<file path="config.mk">
export PLATFORM = sky130hd
export DESIGN_NAME = adc_compare_control
export DESIGN_NICKNAME = d
export VERILOG_FILES = /design/src/design/acc_pkg.sv /design/src/design/adc_compare_control.sv /design/src/design/acc_mc_tick.sv
export VERILOG_INCLUDE_DIRS = /design/src /design/src/design
export SDC_FILE = /design/constraint.sdc
export NUM_CORES = 1
export LEC_CHECK = 0
export BUFFER_PORTS_ARGS = -buffer_cell sky130_fd_sc_hd__clkbuf_2
export CELL_PAD_IN_SITES_DETAIL_PLACEMENT = 0
export CELL_PAD_IN_SITES_GLOBAL_PLACEMENT = 1
export CORE_UTILIZATION = 30
export CTS_CLUSTER_SIZE = 28
export DETAILED_ROUTE_END_ITERATION = 10
export GPL_TIMING_DRIVEN = 0
export PLACE_DENSITY_LB_ADDON = 0.05
export SLEW_MARGIN = 5
export SYNTH_ARGS = -nofsm -noshare
export SYNTH_HDL_FRONTEND = slang
export SYNTH_HIERARCHICAL = 1
export SYNTH_SLANG_ARGS = --single-unit
</file>
<file path="constraint.sdc">
create_clock -name clk -period 2.16 [get_ports clk]
set_input_delay 0.216 -clock clk [delete_from_list [all_inputs] [get_ports clk]]
set_output_delay 0.216 -clock clk [all_outputs]
set_load 0.05 [all_outputs]
</file>
<file path="src/design/acc_defines.svh">
`ifndef ACC_DEFINES_SVH
`define ACC_DEFINES_SVH

// register indices; byte address is four times the index
`define ACC_CTRL_IDX 8'hC8
`define ACC_PINSEL_IDX 8'hCA
`define ACC_ADDR_W 12
`define ACC_CTRL_ADDR {2'h0, `ACC_CTRL_IDX, 2'h0}
`define ACC_PINSEL_ADDR {2'h0, `ACC_PINSEL_IDX, 2'h0}

// control and pin select register fields
`define ACC_RESULT_BIT 7
`define ACC_CHAN_HI 6
`define ACC_CHAN_LO 5
`define ACC_LAUNCH_BIT 4
`define ACC_REF_HI 3
`define ACC_REF_LO 0
`define ACC_PINEN_HI 2

// reset values
`define ACC_CHAN_RST 2'h0
`define ACC_REF_RST 4'h0
`define ACC_PINEN_RST 3'h0

// timing
`define ACC_CLK_NS 25
`define ACC_MC_NS 1000
`define ACC_MC_CYC ((`ACC_MC_NS + `ACC_CLK_NS - 1) / `ACC_CLK_NS)
`define ACC_CONV_MC 8

`endif

</file>
<file path="src/design/acc_pkg.sv">
package acc_pkg;

    typedef enum logic {
        ACC_IDLE,
        ACC_CONV
    } acc_phase_e;

    typedef struct packed {
        acc_phase_e phase;
        logic [1:0] chan;
        logic [3:0] refCode;
        logic result;
        logic launch;
        logic [2:0] pinEn;
        logic [3:0] mcCnt;
        logic cmpMeta;
        logic cmpSync;
        logic [2:0] portMeta;
        logic [2:0] portSync;
        logic [31:0] rdata;
    } acc_state_s;

endpackage : acc_pkg

</file>
<file path="src/design/adc_compare_control.sv">
// The APB slave port was left to the implementer.
`timescale 1ns/1ps
`include "acc_defines.svh"

module adc_compare_control #(
    parameter int MC_DIV = `ACC_MC_CYC,
    parameter int CONV_MC = `ACC_CONV_MC
) (
    input wire logic clk,
    input wire logic nrst,
    input wire logic psel,
    input wire logic penable,
    input wire logic pwrite,
    input wire logic [`ACC_ADDR_W-1:0] paddr,
    input wire logic [31:0] pwdata,
    output logic [31:0] prdata,
    output logic pready,
    output logic pslverr,
    input wire logic compareIn,
    output logic [3:0] dacCode,
    output logic [2:0] chanSel,
    output logic convBusy,
    input wire logic [2:0] port3Out,
    input wire logic [2:0] port3PadIn,
    output logic [2:0] port3PadOut,
    output logic [2:0] port3PadOe,
    output logic [2:0] port3In
);
    import acc_pkg::*;

    acc_state_s st_ff;
    acc_state_s nxt_st;

    logic mcTick;
    logic setup;
    logic access;
    logic [1:0] selSetup;
    logic [1:0] selAccess;
    logic wrCtrl;
    logic wrPin;
    logic convDone;

    // bit 0 control register, bit 1 pin select register
    function automatic logic [1:0] regSel(input logic [`ACC_ADDR_W-1:0] a);
        regSel = {a == `ACC_PINSEL_ADDR, a == `ACC_CTRL_ADDR};
    endfunction : regSel

    // channel code to input one-hot, code 00 selects nothing
    function automatic logic [2:0] chanOneHot(input logic [1:0] c);
        unique case (c)
            2'h1: chanOneHot = 3'h1;
            2'h2: chanOneHot = 3'h2;
            2'h3: chanOneHot = 3'h4;
            2'h0: chanOneHot = 3'h0;
        endcase
    endfunction : chanOneHot

    acc_mc_tick #(
        .DIV(MC_DIV)
    ) u_tick (
        .clk(clk),
        .nrst(nrst),
        .restart(st_ff.launch),
        .tick(mcTick)
    );

    assign setup = psel && !penable;
    assign access = psel && penable;
    assign selSetup = regSel(paddr);
    assign selAccess = regSel(paddr);
    assign wrCtrl = access && pwrite && selAccess[0];
    assign wrPin = access && pwrite && selAccess[1];
    assign convDone = (st_ff.phase == ACC_CONV) && mcTick && (st_ff.mcCnt == 4'(CONV_MC - 1));

    assign pready = access;
    assign pslverr = access && (selAccess == 2'h0);
    assign prdata = st_ff.rdata;
    assign dacCode = st_ff.refCode;
    assign chanSel = chanOneHot(st_ff.chan) & st_ff.pinEn;
    assign convBusy = (st_ff.phase == ACC_CONV);

    // open drain: only pulls low, released while the pin is analog
    assign port3PadOut = 3'h0;
    assign port3PadOe = ~st_ff.pinEn & ~port3Out;
    assign port3In = st_ff.portSync;

    always_comb begin
        nxt_st = st_ff;
        nxt_st.cmpMeta = compareIn;
        nxt_st.cmpSync = st_ff.cmpMeta;
        nxt_st.portMeta = port3PadIn;
        nxt_st.portSync = st_ff.portMeta;
        // self-clearing launch strobe
        nxt_st.launch = 1'b0;

        // read data captured in setup, presented in access
        if (setup) begin
            if (selSetup[0]) begin
                nxt_st.rdata = {24'h0, st_ff.result, st_ff.chan, 1'b0, st_ff.refCode};
            end else if (selSetup[1]) begin
                nxt_st.rdata = {29'h0, st_ff.pinEn};
            end else begin
                nxt_st.rdata = 32'h0;
            end
        end

        if (wrCtrl) begin
            nxt_st.chan = pwdata[`ACC_CHAN_HI:`ACC_CHAN_LO];
            nxt_st.refCode = pwdata[`ACC_REF_HI:`ACC_REF_LO];
            nxt_st.launch = pwdata[`ACC_LAUNCH_BIT];
        end
        if (wrPin) begin
            nxt_st.pinEn = pwdata[`ACC_PINEN_HI:0];
        end

        unique case (st_ff.phase)
            ACC_IDLE: begin
                if (st_ff.launch && st_ff.chan != 2'h0) begin
                    nxt_st.phase = ACC_CONV;
                    nxt_st.mcCnt = 4'h0;
                end
            end
            ACC_CONV: begin
                if (st_ff.launch) begin
                    // relaunch restarts the count
                    nxt_st.mcCnt = 4'h0;
                    if (st_ff.chan == 2'h0) begin
                        nxt_st.phase = ACC_IDLE;
                    end
                end else if (convDone) begin
                    nxt_st.result = st_ff.cmpSync;
                    nxt_st.phase = ACC_IDLE;
                end else if (mcTick) begin
                    nxt_st.mcCnt = st_ff.mcCnt + 4'h1;
                end
            end
        endcase
    end

    always_ff @(posedge clk) begin
        if (!nrst) begin
            st_ff <= '0;
        end else begin
            st_ff <= nxt_st;
        end
    end

    // clocks since launch, for checking only
    logic [15:0] convAge_ff;
    always_ff @(posedge clk) begin
        if (!nrst) begin
            convAge_ff <= 16'h0;
        end else if (st_ff.launch) begin
            convAge_ff <= 16'h1;
        end else if (st_ff.phase == ACC_CONV) begin
            convAge_ff <= convAge_ff + 16'h1;
        end
    end

    logic readCtrlDone;
    assign readCtrlDone = access && !pwrite && selAccess[0];
endmodule : adc_compare_control

</file>
<file path="src/design/acc_mc_tick.sv">
`timescale 1ns/1ps
`include "acc_defines.svh"

// machine-cycle enable, realigned by restart
module acc_mc_tick #(
    parameter int DIV = `ACC_MC_CYC
) (
    input wire logic clk,
    input wire logic nrst,
    input wire logic restart,
    output logic tick
);
    import acc_pkg::*;

    localparam int CW = (DIV > 2) ? $clog2(DIV) : 1;

    typedef struct packed {
        logic [CW-1:0] cnt;
    } acc_tick_s;

    acc_tick_s st_ff;
    acc_tick_s nxt_st;

    assign tick = (st_ff.cnt == CW'(DIV - 1)) && !restart;

    always_comb begin
        nxt_st = st_ff;
        if (restart || st_ff.cnt == CW'(DIV - 1)) begin
            nxt_st.cnt = '0;
        end else begin
            nxt_st.cnt = st_ff.cnt + CW'(1);
        end
    end

    always_ff @(posedge clk) begin
        if (!nrst) begin
            st_ff <= '0;
        end else begin
            st_ff <= nxt_st;
        end
    end

endmodule : acc_mc_tick

</file>
==> results.md, run 1 <==
* Status: finished, final reports clean
* Max Freq at 0.492 GHz
* Crit. End Element: register
* DR DRC count at 0
* Synth area leader: dfxtp_1
* Most common cell in the netlist: buf_4
* Worst clock skew at 0.00404 ns
* Seq/Total Area, Yosys at 38.3%
* Grt ovf at 0
* Storage element area at 742 sq um
* Startpoint types: register
* Worst-Skew Late Latency at 0.28 ns
* Chip height at 82.3 um
* I/O pin cnt at 107
* Cell-internal power at 0.00115 W
* # diodes at 0
* Setup violators final at 0
* Via-to-Cell Ratio at 4.19
* Number of port buffers at 52
* Largest net degree at the start of global routing at 12
* Pre-CTS setup slack at -0.147 ns
* Pleak at 1.19 nW
* H-tree Lvls at 2
* Tcrit/Tclk final at 94.1%
* Cells after Synth at 218
* Crit path time final at 2.03 ns
* CTS Buffer Depth at 2
* Hold crit path type: in -> reg
* Post-Route WL at 4360 um
* Multi-input logic area at 942 sq um
* Site Rows at 28
* Predominant post-synthesis flop cell: dfxtp_1
* Post-DRT Antenna Nets at 0
* Via count of the first global-routing pass at 1,421
* Worst-path clk slew at 0.07 ns
* Asr flop ratio synth at 0%
* CP Class: reg -> reg
* Unique masters post-synth at 42
* CTS tree: done
* Fillers at 648
* Rel. slew slack at 52.5%
* Max FO, Critical Path at 4
* HPWL Detailed at 3440 um
* GRT Total Usage at 13.6%
* Sw Ratio at 27.8%
* Total CTS buffers at 5
* Final setup TNS at 0 ns
* Routed len/inst at 11.4 um
* Number of DRC markers in iteration 0 at 45
* Hold slack at 0.135 ns
* Most area-consuming cells after synthesis: dfxtp_1 38%, buf_4 16%, mux2i_1 7.2%
* CTS Sinks at 37
* Top-area cell type share of the netlist area at 38.3%
* Clock power frac at 39.3%
* Worst Max-Slew Pin Slew at 0.705 ns
* Final weighted congestion in routability-driven placement at 0.761
* Psw at 0.000444 W
* P&R area growth vs syn at 31.1%
* Yosys reg bits at 37
* # Max-Cap Violations at 0
* Pwr/cell area at 629 nW/um^2
* Final count of pins violating max slew at 0
* Core ar. at 6060 sq um
* Sequential power share at 43.9%
* Worst VDD drop at 0.230 mV
* First-pass GRT wire length at 6860 um
* Initial antenna violation count at 0
* Post-Syn Area per Cell at 8.88 sq um
* Die footprint at 6780 sq um
* Fraction of layout cells with a size suffix above 1 at 36.8%
* Final hold violations at 0
* Worst EP arrival at 2.25 ns
* YS warnings at 6
* Routed via count at 1,602
* Synth top cells by count: 42 x buf_4, 37 x dfxtp_1, 19 x nand2_1
* Post-Syn Area at 1940 sq um
* Total Nets Final at 364
* Die width at 82.3 um
* Req. time, crit path at 2.38 ns
* Logic pwr share at 16.8%
* Clock root cell: clkbuf_8
* Post-synth EDFFs at 0
* Initial Utilization at 31.9%
* Drt first pass iters at 4
* Fin worst setup slack at 0.128 ns
## worst paths after layout
check	startpoint	end	slack, ns	cells after the start
min reg2reg	u_tick/st_ff[0]	u_tick/st_ff[0]	0.44	1
max	u_tick/st_ff[1]	st_ff[48]	0.13	6
max reg2reg	u_tick/st_ff[1]	st_ff[48]	0.13	6
min	port3PadIn[2]	nxt_st[34]	0.14	2
## layer usage
metal,global-route usage [%],wire [um],part of all wire [%]
met5,0,0,0
met2,20.2,1870,43
met3,4.18,324,7.4
met4,4.21,28,0.64
met1,18.7,2130,49
## cell type report
class | instances | share of cell area, %
multi-input combinational | 152 | 37.1
sequential | 37 | 29.2
buffer | 47 | 13.2
timing repair buffer | 54 | 10.8
tap | 75 | 3.70
clock buffer | 7 | 3.40
inverter | 9 | 1.33
clock inverter | 1 | 1.18
## cell families (layout without fill, tap and decap cells)
logic type	after synthesis	in the layout	share of synthesized area (%)
buffers and inverters	56	118	19.0
AOI/OAI and AO/OA	22	22	6.85
DFF	37	37	38.3
xor gates and xnor gates	3	3	1.36
other	1	28	0.194
and+or+nand+nor	83	83	25.8
adders and majority gates	2	2	1.29
muxes	14	14	7.24
## flip-flops by register name (all words and copies together) (netlist names)
name	count
nxt_st	4
convBusy	1
prdata	7
dacCode	4
port3In	3
u_tick/st_ff	6
st_ff	12
## placed cells by master, fill, tap and decap left out, types with 2 or more instances in the layout
master | netlist | final
mux2i_1 | 14 | 14
a21oi_1 | 2 | 2
nand4b_1 | 3 | 3
nor2b_1 | 2 | 2
and3_1 | 3 | 3
nor4bb_1 | 2 | 2
nor3_1 | 3 | 2
conb_1 | 1 | 28
clkbuf_1 | 4 | 5
nand3_1 | 12 | 12
o21ai_0 | 11 | 11
or3_1 | 2 | 2
dfxtp_1 | 37 | 36
nor4_4 | 2 | 2
nor4_1 | 2 | 2
nand2_1 | 19 | 19
a211oi_1 | 2 | 2
inv_1 | 9 | 9
nand2b_1 | 3 | 3
clkbuf_2 | 0 | 52
buf_4 | 42 | 44
and2_1 | 10 | 10
nor2_1 | 8 | 8
nand4_1 | 4 | 4
xor2_1 | 2 | 2
clkbuf_8 | 0 | 6
## power groups by stage
stage	clock, W	combinational [W]	sequential (W)
2_1_floorplan	0	0.000217	0.000714
3_3_place_gp	0	0.000266	0.000715
3_5_place_dp	0	0.000267	0.000715
4_1_cts	0.000641	0.000267	0.000699
5_1_grt	0.000676	0.000288	0.000702
6_report	0.000627	0.000268	0.000700
## critical path, cell delays in order, from the launching register on
cell and delay [ns]:
dfxtp_1 0.35, ha_2 0.21, nand4b_1 0.19, nor3_4 0.29, nand2_1 0.14, or4b_2 0.65
a21oi_1 0.14
## stage by stage
step	utilization [%]	power, W	instance area (sq um)	instances
after floorplan	-	0.000931	2040	245
after global placement	39.5	0.000981	2390	372
after detailed placement	39.5	0.000982	2390	372
after CTS	41.5	0.00161	2510	380
after global routing	41.9	0.00167	2540	382
final	41.9	0.00160	2540	382
## timing repair
action                     in CTS  in global routing
buffers inserted                0                  2
setup endpoints to repair       4                  4
gates resized for setup         1                  3
hold buffers                    0                  0
pin swaps                       0                  2
No activity file was read; power rests on OpenSTA's default activity.
==> run 2: changes to the inputs <==
ABC_AREA = 1   (was not set)
RECOVER_POWER = 25   (was not set)
==> run 2 against run 1 <==
Register-to-register slack gained 0.38 ns; sequential share of layout area is 0.14 points higher; via count rose by 8.9%; combinational power increased by 18%; non-clock buffer count down 1; clock skew up 0.0014 ns; setup slack better by 0.22 ns; sequential cell count unchanged; critical endpoint is now pslverr; largest cell class unchanged.
==> results.md, run 2 <==
* Post-synth EDFFs at 0 (unchanged)
* # Max-Cap Violations at 0 (unchanged)
* Tcrit/Tclk final at 83.9% (-10 points)
* Post-CTS Resized at 0 (-1)
* Via-to-Cell Ratio at 3.97 (-5.4%)
* Adder-cell area share of the yosys netlist at 1.26% (-0.036 points)
* Via count of the first global-routing pass at 1,620 (+14%)
* Final count of pins violating max slew at 0 (unchanged)
* P&R area growth vs syn at 26.7%
* Asr flop ratio synth at 0% (unchanged)
* # diodes at 0 (unchanged)
* Predominant post-synthesis flop cell: dfxtp_1
* Chip height at 83.5 um (+1.4%)
* Grt ovf at 0 (unchanged)
* Design Area, Final at 2520 sq um (-0.64%)
* Worst Max-Slew Pin Slew at 0.673 ns (-0.0324 ns)
* Yosys reg bits at 37 (unchanged)
* Fraction of layout cells with a size suffix above 1 at 31.4% (-5.4 points)
* Die footprint at 6970 sq um (+2.8%)
* CTS Sinks at 37 (unchanged)
* Number of port buffers at 53 (+1.9%)
* GRT Total Usage at 12.7% (-0.94 points)
* Slowest cell on crit path: nor2_1
* Most frequent cells in the layout: 52 x clkbuf_2, 44 x nand2_1, 42 x buf_4, 38 x nor2_1, 37 x dfxtp_1
* I/O pin cnt at 107 (unchanged)
* Crit path max-delay family: simple AND/OR/NAND/NOR gates
* Unique masters post-synth at 28 (-33%)
* Synth area leader: dfxtp_1
* Site Rows at 29 (+3.6%)
* Simple-gate area share of the yosys netlist at 27.9% (+2.1 points)
* Hold crit path type: in -> reg
* RSZ-0062 raised after global routing: false
* WP buf/inv at 3 (+3)
* Die width at 83.5 um (+1.4%)
* Core ar. at 6390 sq um (+5.4%)
* # hold bufs at CTS at 0 (unchanged)
* Drt first pass iters at 4 (unchanged)
* Post-Syn Area per Cell at 7.24 sq um (-18%)
* Top-area cell type share of the netlist area at 37.2% (-1.1 points)
* Crit. End Element: output port
* Max Freq at 0.552 GHz (+12%)
* Placed Area at 2450 sq um (+2.6%)
* Number of DRC markers in iteration 0 at 50 (+11%)
* Post-Syn Area at 1990 sq um (+2.8%)
* Worst-Skew Late Latency at 0.28 ns (about the same)
* Crit path largest cell delay at 0.51 ns (-0.14 ns)
* Routed via count at 1,745 (+8.9%)
* Startpoint types: primary input
* Leading cell type in the layout, fill and taps excluded: clkbuf_2
* Compound-Gate Fraction of Synth Area at 7.29% (+0.44 points)
* CP Class: in -> out
* Max reg flops at 12 (unchanged)
* Final hold violations at 0 (unchanged)
* Max FO, Critical Path at 10 (+6)
* Initial antenna violation count at 0 (unchanged)
* Post-Route WL at 4240 um (-2.7%)
* Seq/Total Area, Yosys at 37.2% (-1.1 points)
* Crit-path cells: clkbuf_2, nor2_1, nand2_2, nor2_1, buf_8, nand2_1, nand2_1, a21oi_1, clkbuf_2
* Routed len/inst at 9.64 um (-16%)
* Final weighted congestion in routability-driven placement at 0.719 (-5.5%)
* Worst clock skew at 0.00547 ns (+0.00143 ns)
* CTS tree: done
* Status: finished, final reports clean
* Worst EP arrival at 1.60 ns (-0.65 ns)
* Synth top cells by count: 44 x nand2_1, 42 x buf_4, 37 x dfxtp_1
* YS warnings at 6 (unchanged)
* Pleak at 1.39 nW (+17%)
* DR DRC count at 0 (unchanged)
* Clock root cell: clkbuf_8
* Final setup TNS at 0 ns (unchanged)
* Total CTS buffers at 5 (unchanged)
* H-tree Lvls at 2 (unchanged)
* Total Nets Final at 420 (+15%)
* First-pass GRT wire length at 7160 um (+4.3%)
* Req. time, crit path at 1.94 ns (-0.44 ns)
* Largest net degree at the start of global routing at 12 (unchanged)
* Non-filler cells, final at 440 (+15%)
* Post-DRT Antenna Nets at 0 (unchanged)
* Cells after Synth at 275 (+26%)
* Worst-path clk slew at 0.07 ns (about the same)
* Pwr/cell area at 614 nW/um^2 (-2.3%)
* Setup violators final at 0 (unchanged)
* HPWL Detailed at 3260 um (-5.1%)
* Most area-consuming cells after synthesis: dfxtp_1 37%, buf_4 16%, nand2_1 8.3%
* Crit path time final at 1.81 ns (-0.221 ns)
* Placed cell count at 432 (+16%)
* Rel. slew slack at 55.0% (+2.4 points)
* Post-CTS Setup Bufs at 0 (unchanged)
* Mux share of post-synthesis cell area at 0% (-7.2 points)
* Fillers at 723 (+12%)
* Post-Synth XOR/XNOR Area at 1.32% (-0.038 points)
* CTS Buffer Depth at 2 (unchanged)
* Top reg by flops: st_ff
* Largest family of logic cells by synthesized area: simple AND/OR/NAND/NOR gates
* Worst VDD drop at 0.312 mV (+36%)
* Most common cell in the netlist: nand2_1
* Initial Utilization at 31.2% (-0.76 points)
==> run 2: logic make-up (layout without fill, tap and decap cells) <==
family | Yosys count | after routing
xor+xnor | 3 | 3
other cells | 1 | 28
compound gates | 28 | 28
buf+inv | 84 | 145
simple gates | 120 | 120
flops | 37 | 37
fa+ha+maj | 2 | 2
==> run 2: stage by stage <==
stage          total power [W]  setup slack [ns]  hold slack (ns)  util, %
4_1_cts                0.00157             0.467            0.103     40.0
3_3_place_gp           0.00105             0.479            0.395     38.4
6_report               0.00155             0.348            0.112     39.5
2_1_floorplan         0.000988             0.445            0.314        -
3_5_place_dp           0.00104             0.484            0.401     38.4
5_1_grt                0.00163             0.226            0.115     39.5
==> run 2: where the power goes <==
group / internal (W) / total, W / switching (W) / leakage, nW
logic: 0.0000947 / 0.000316 / 0.000221 / 1.03
clock network: 0.000288 / 0.000522 / 0.000233 / 0.0542
registers: 0.000701 / 0.000711 / 0.00000950 / 0.302
total: 0.00108 / 0.00155 / 0.000464 / 1.39
==> run 2: path summary, 6_finish.rpt <==
kind | start | end | slack [ns] | cells past startpoint
setup / recovery | paddr[7] | pslverr | 0.35 | 9
hold reg to reg | nxt_st[32] | port3In[0] | 0.42 | 2
hold / removal | port3PadIn[0] | nxt_st[32] | 0.11 | 3
setup reg to reg | u_tick/st_ff[0] | st_ff[40] | 0.51 | 11
==> run 2: area by class of cell <==
class	count	area [sq um]	share of cell area, %
Buffer	47	354	14.0
Inverter	37	139	5.51
Clock buffer	7	96.3	3.82
Timing Repair Buffer	53	264	10.5
Clock inverter	1	5.00	0.199
Multi-Input combinational cell	181	826	32.8
Sequential cell	37	741	29.4
Tap cell	77	96.3	3.82
==> run 2: worst min-delay path, stage by stage <==
cell and delay (ns):
clkbuf_2 0.07, nand2_1 0.04, inv_1 0.04
==> run 2: routing by layer <==
layer	GRT usage, %	up-vias	part of all wire, %	wire, um
met1	16.3	734	51	2160
met3	4.85	4	7.4	313
li1	-	957	-	-
met5	0	-	0	0
met4	3.24	0	0.85	36
met2	20.0	50	41	1730
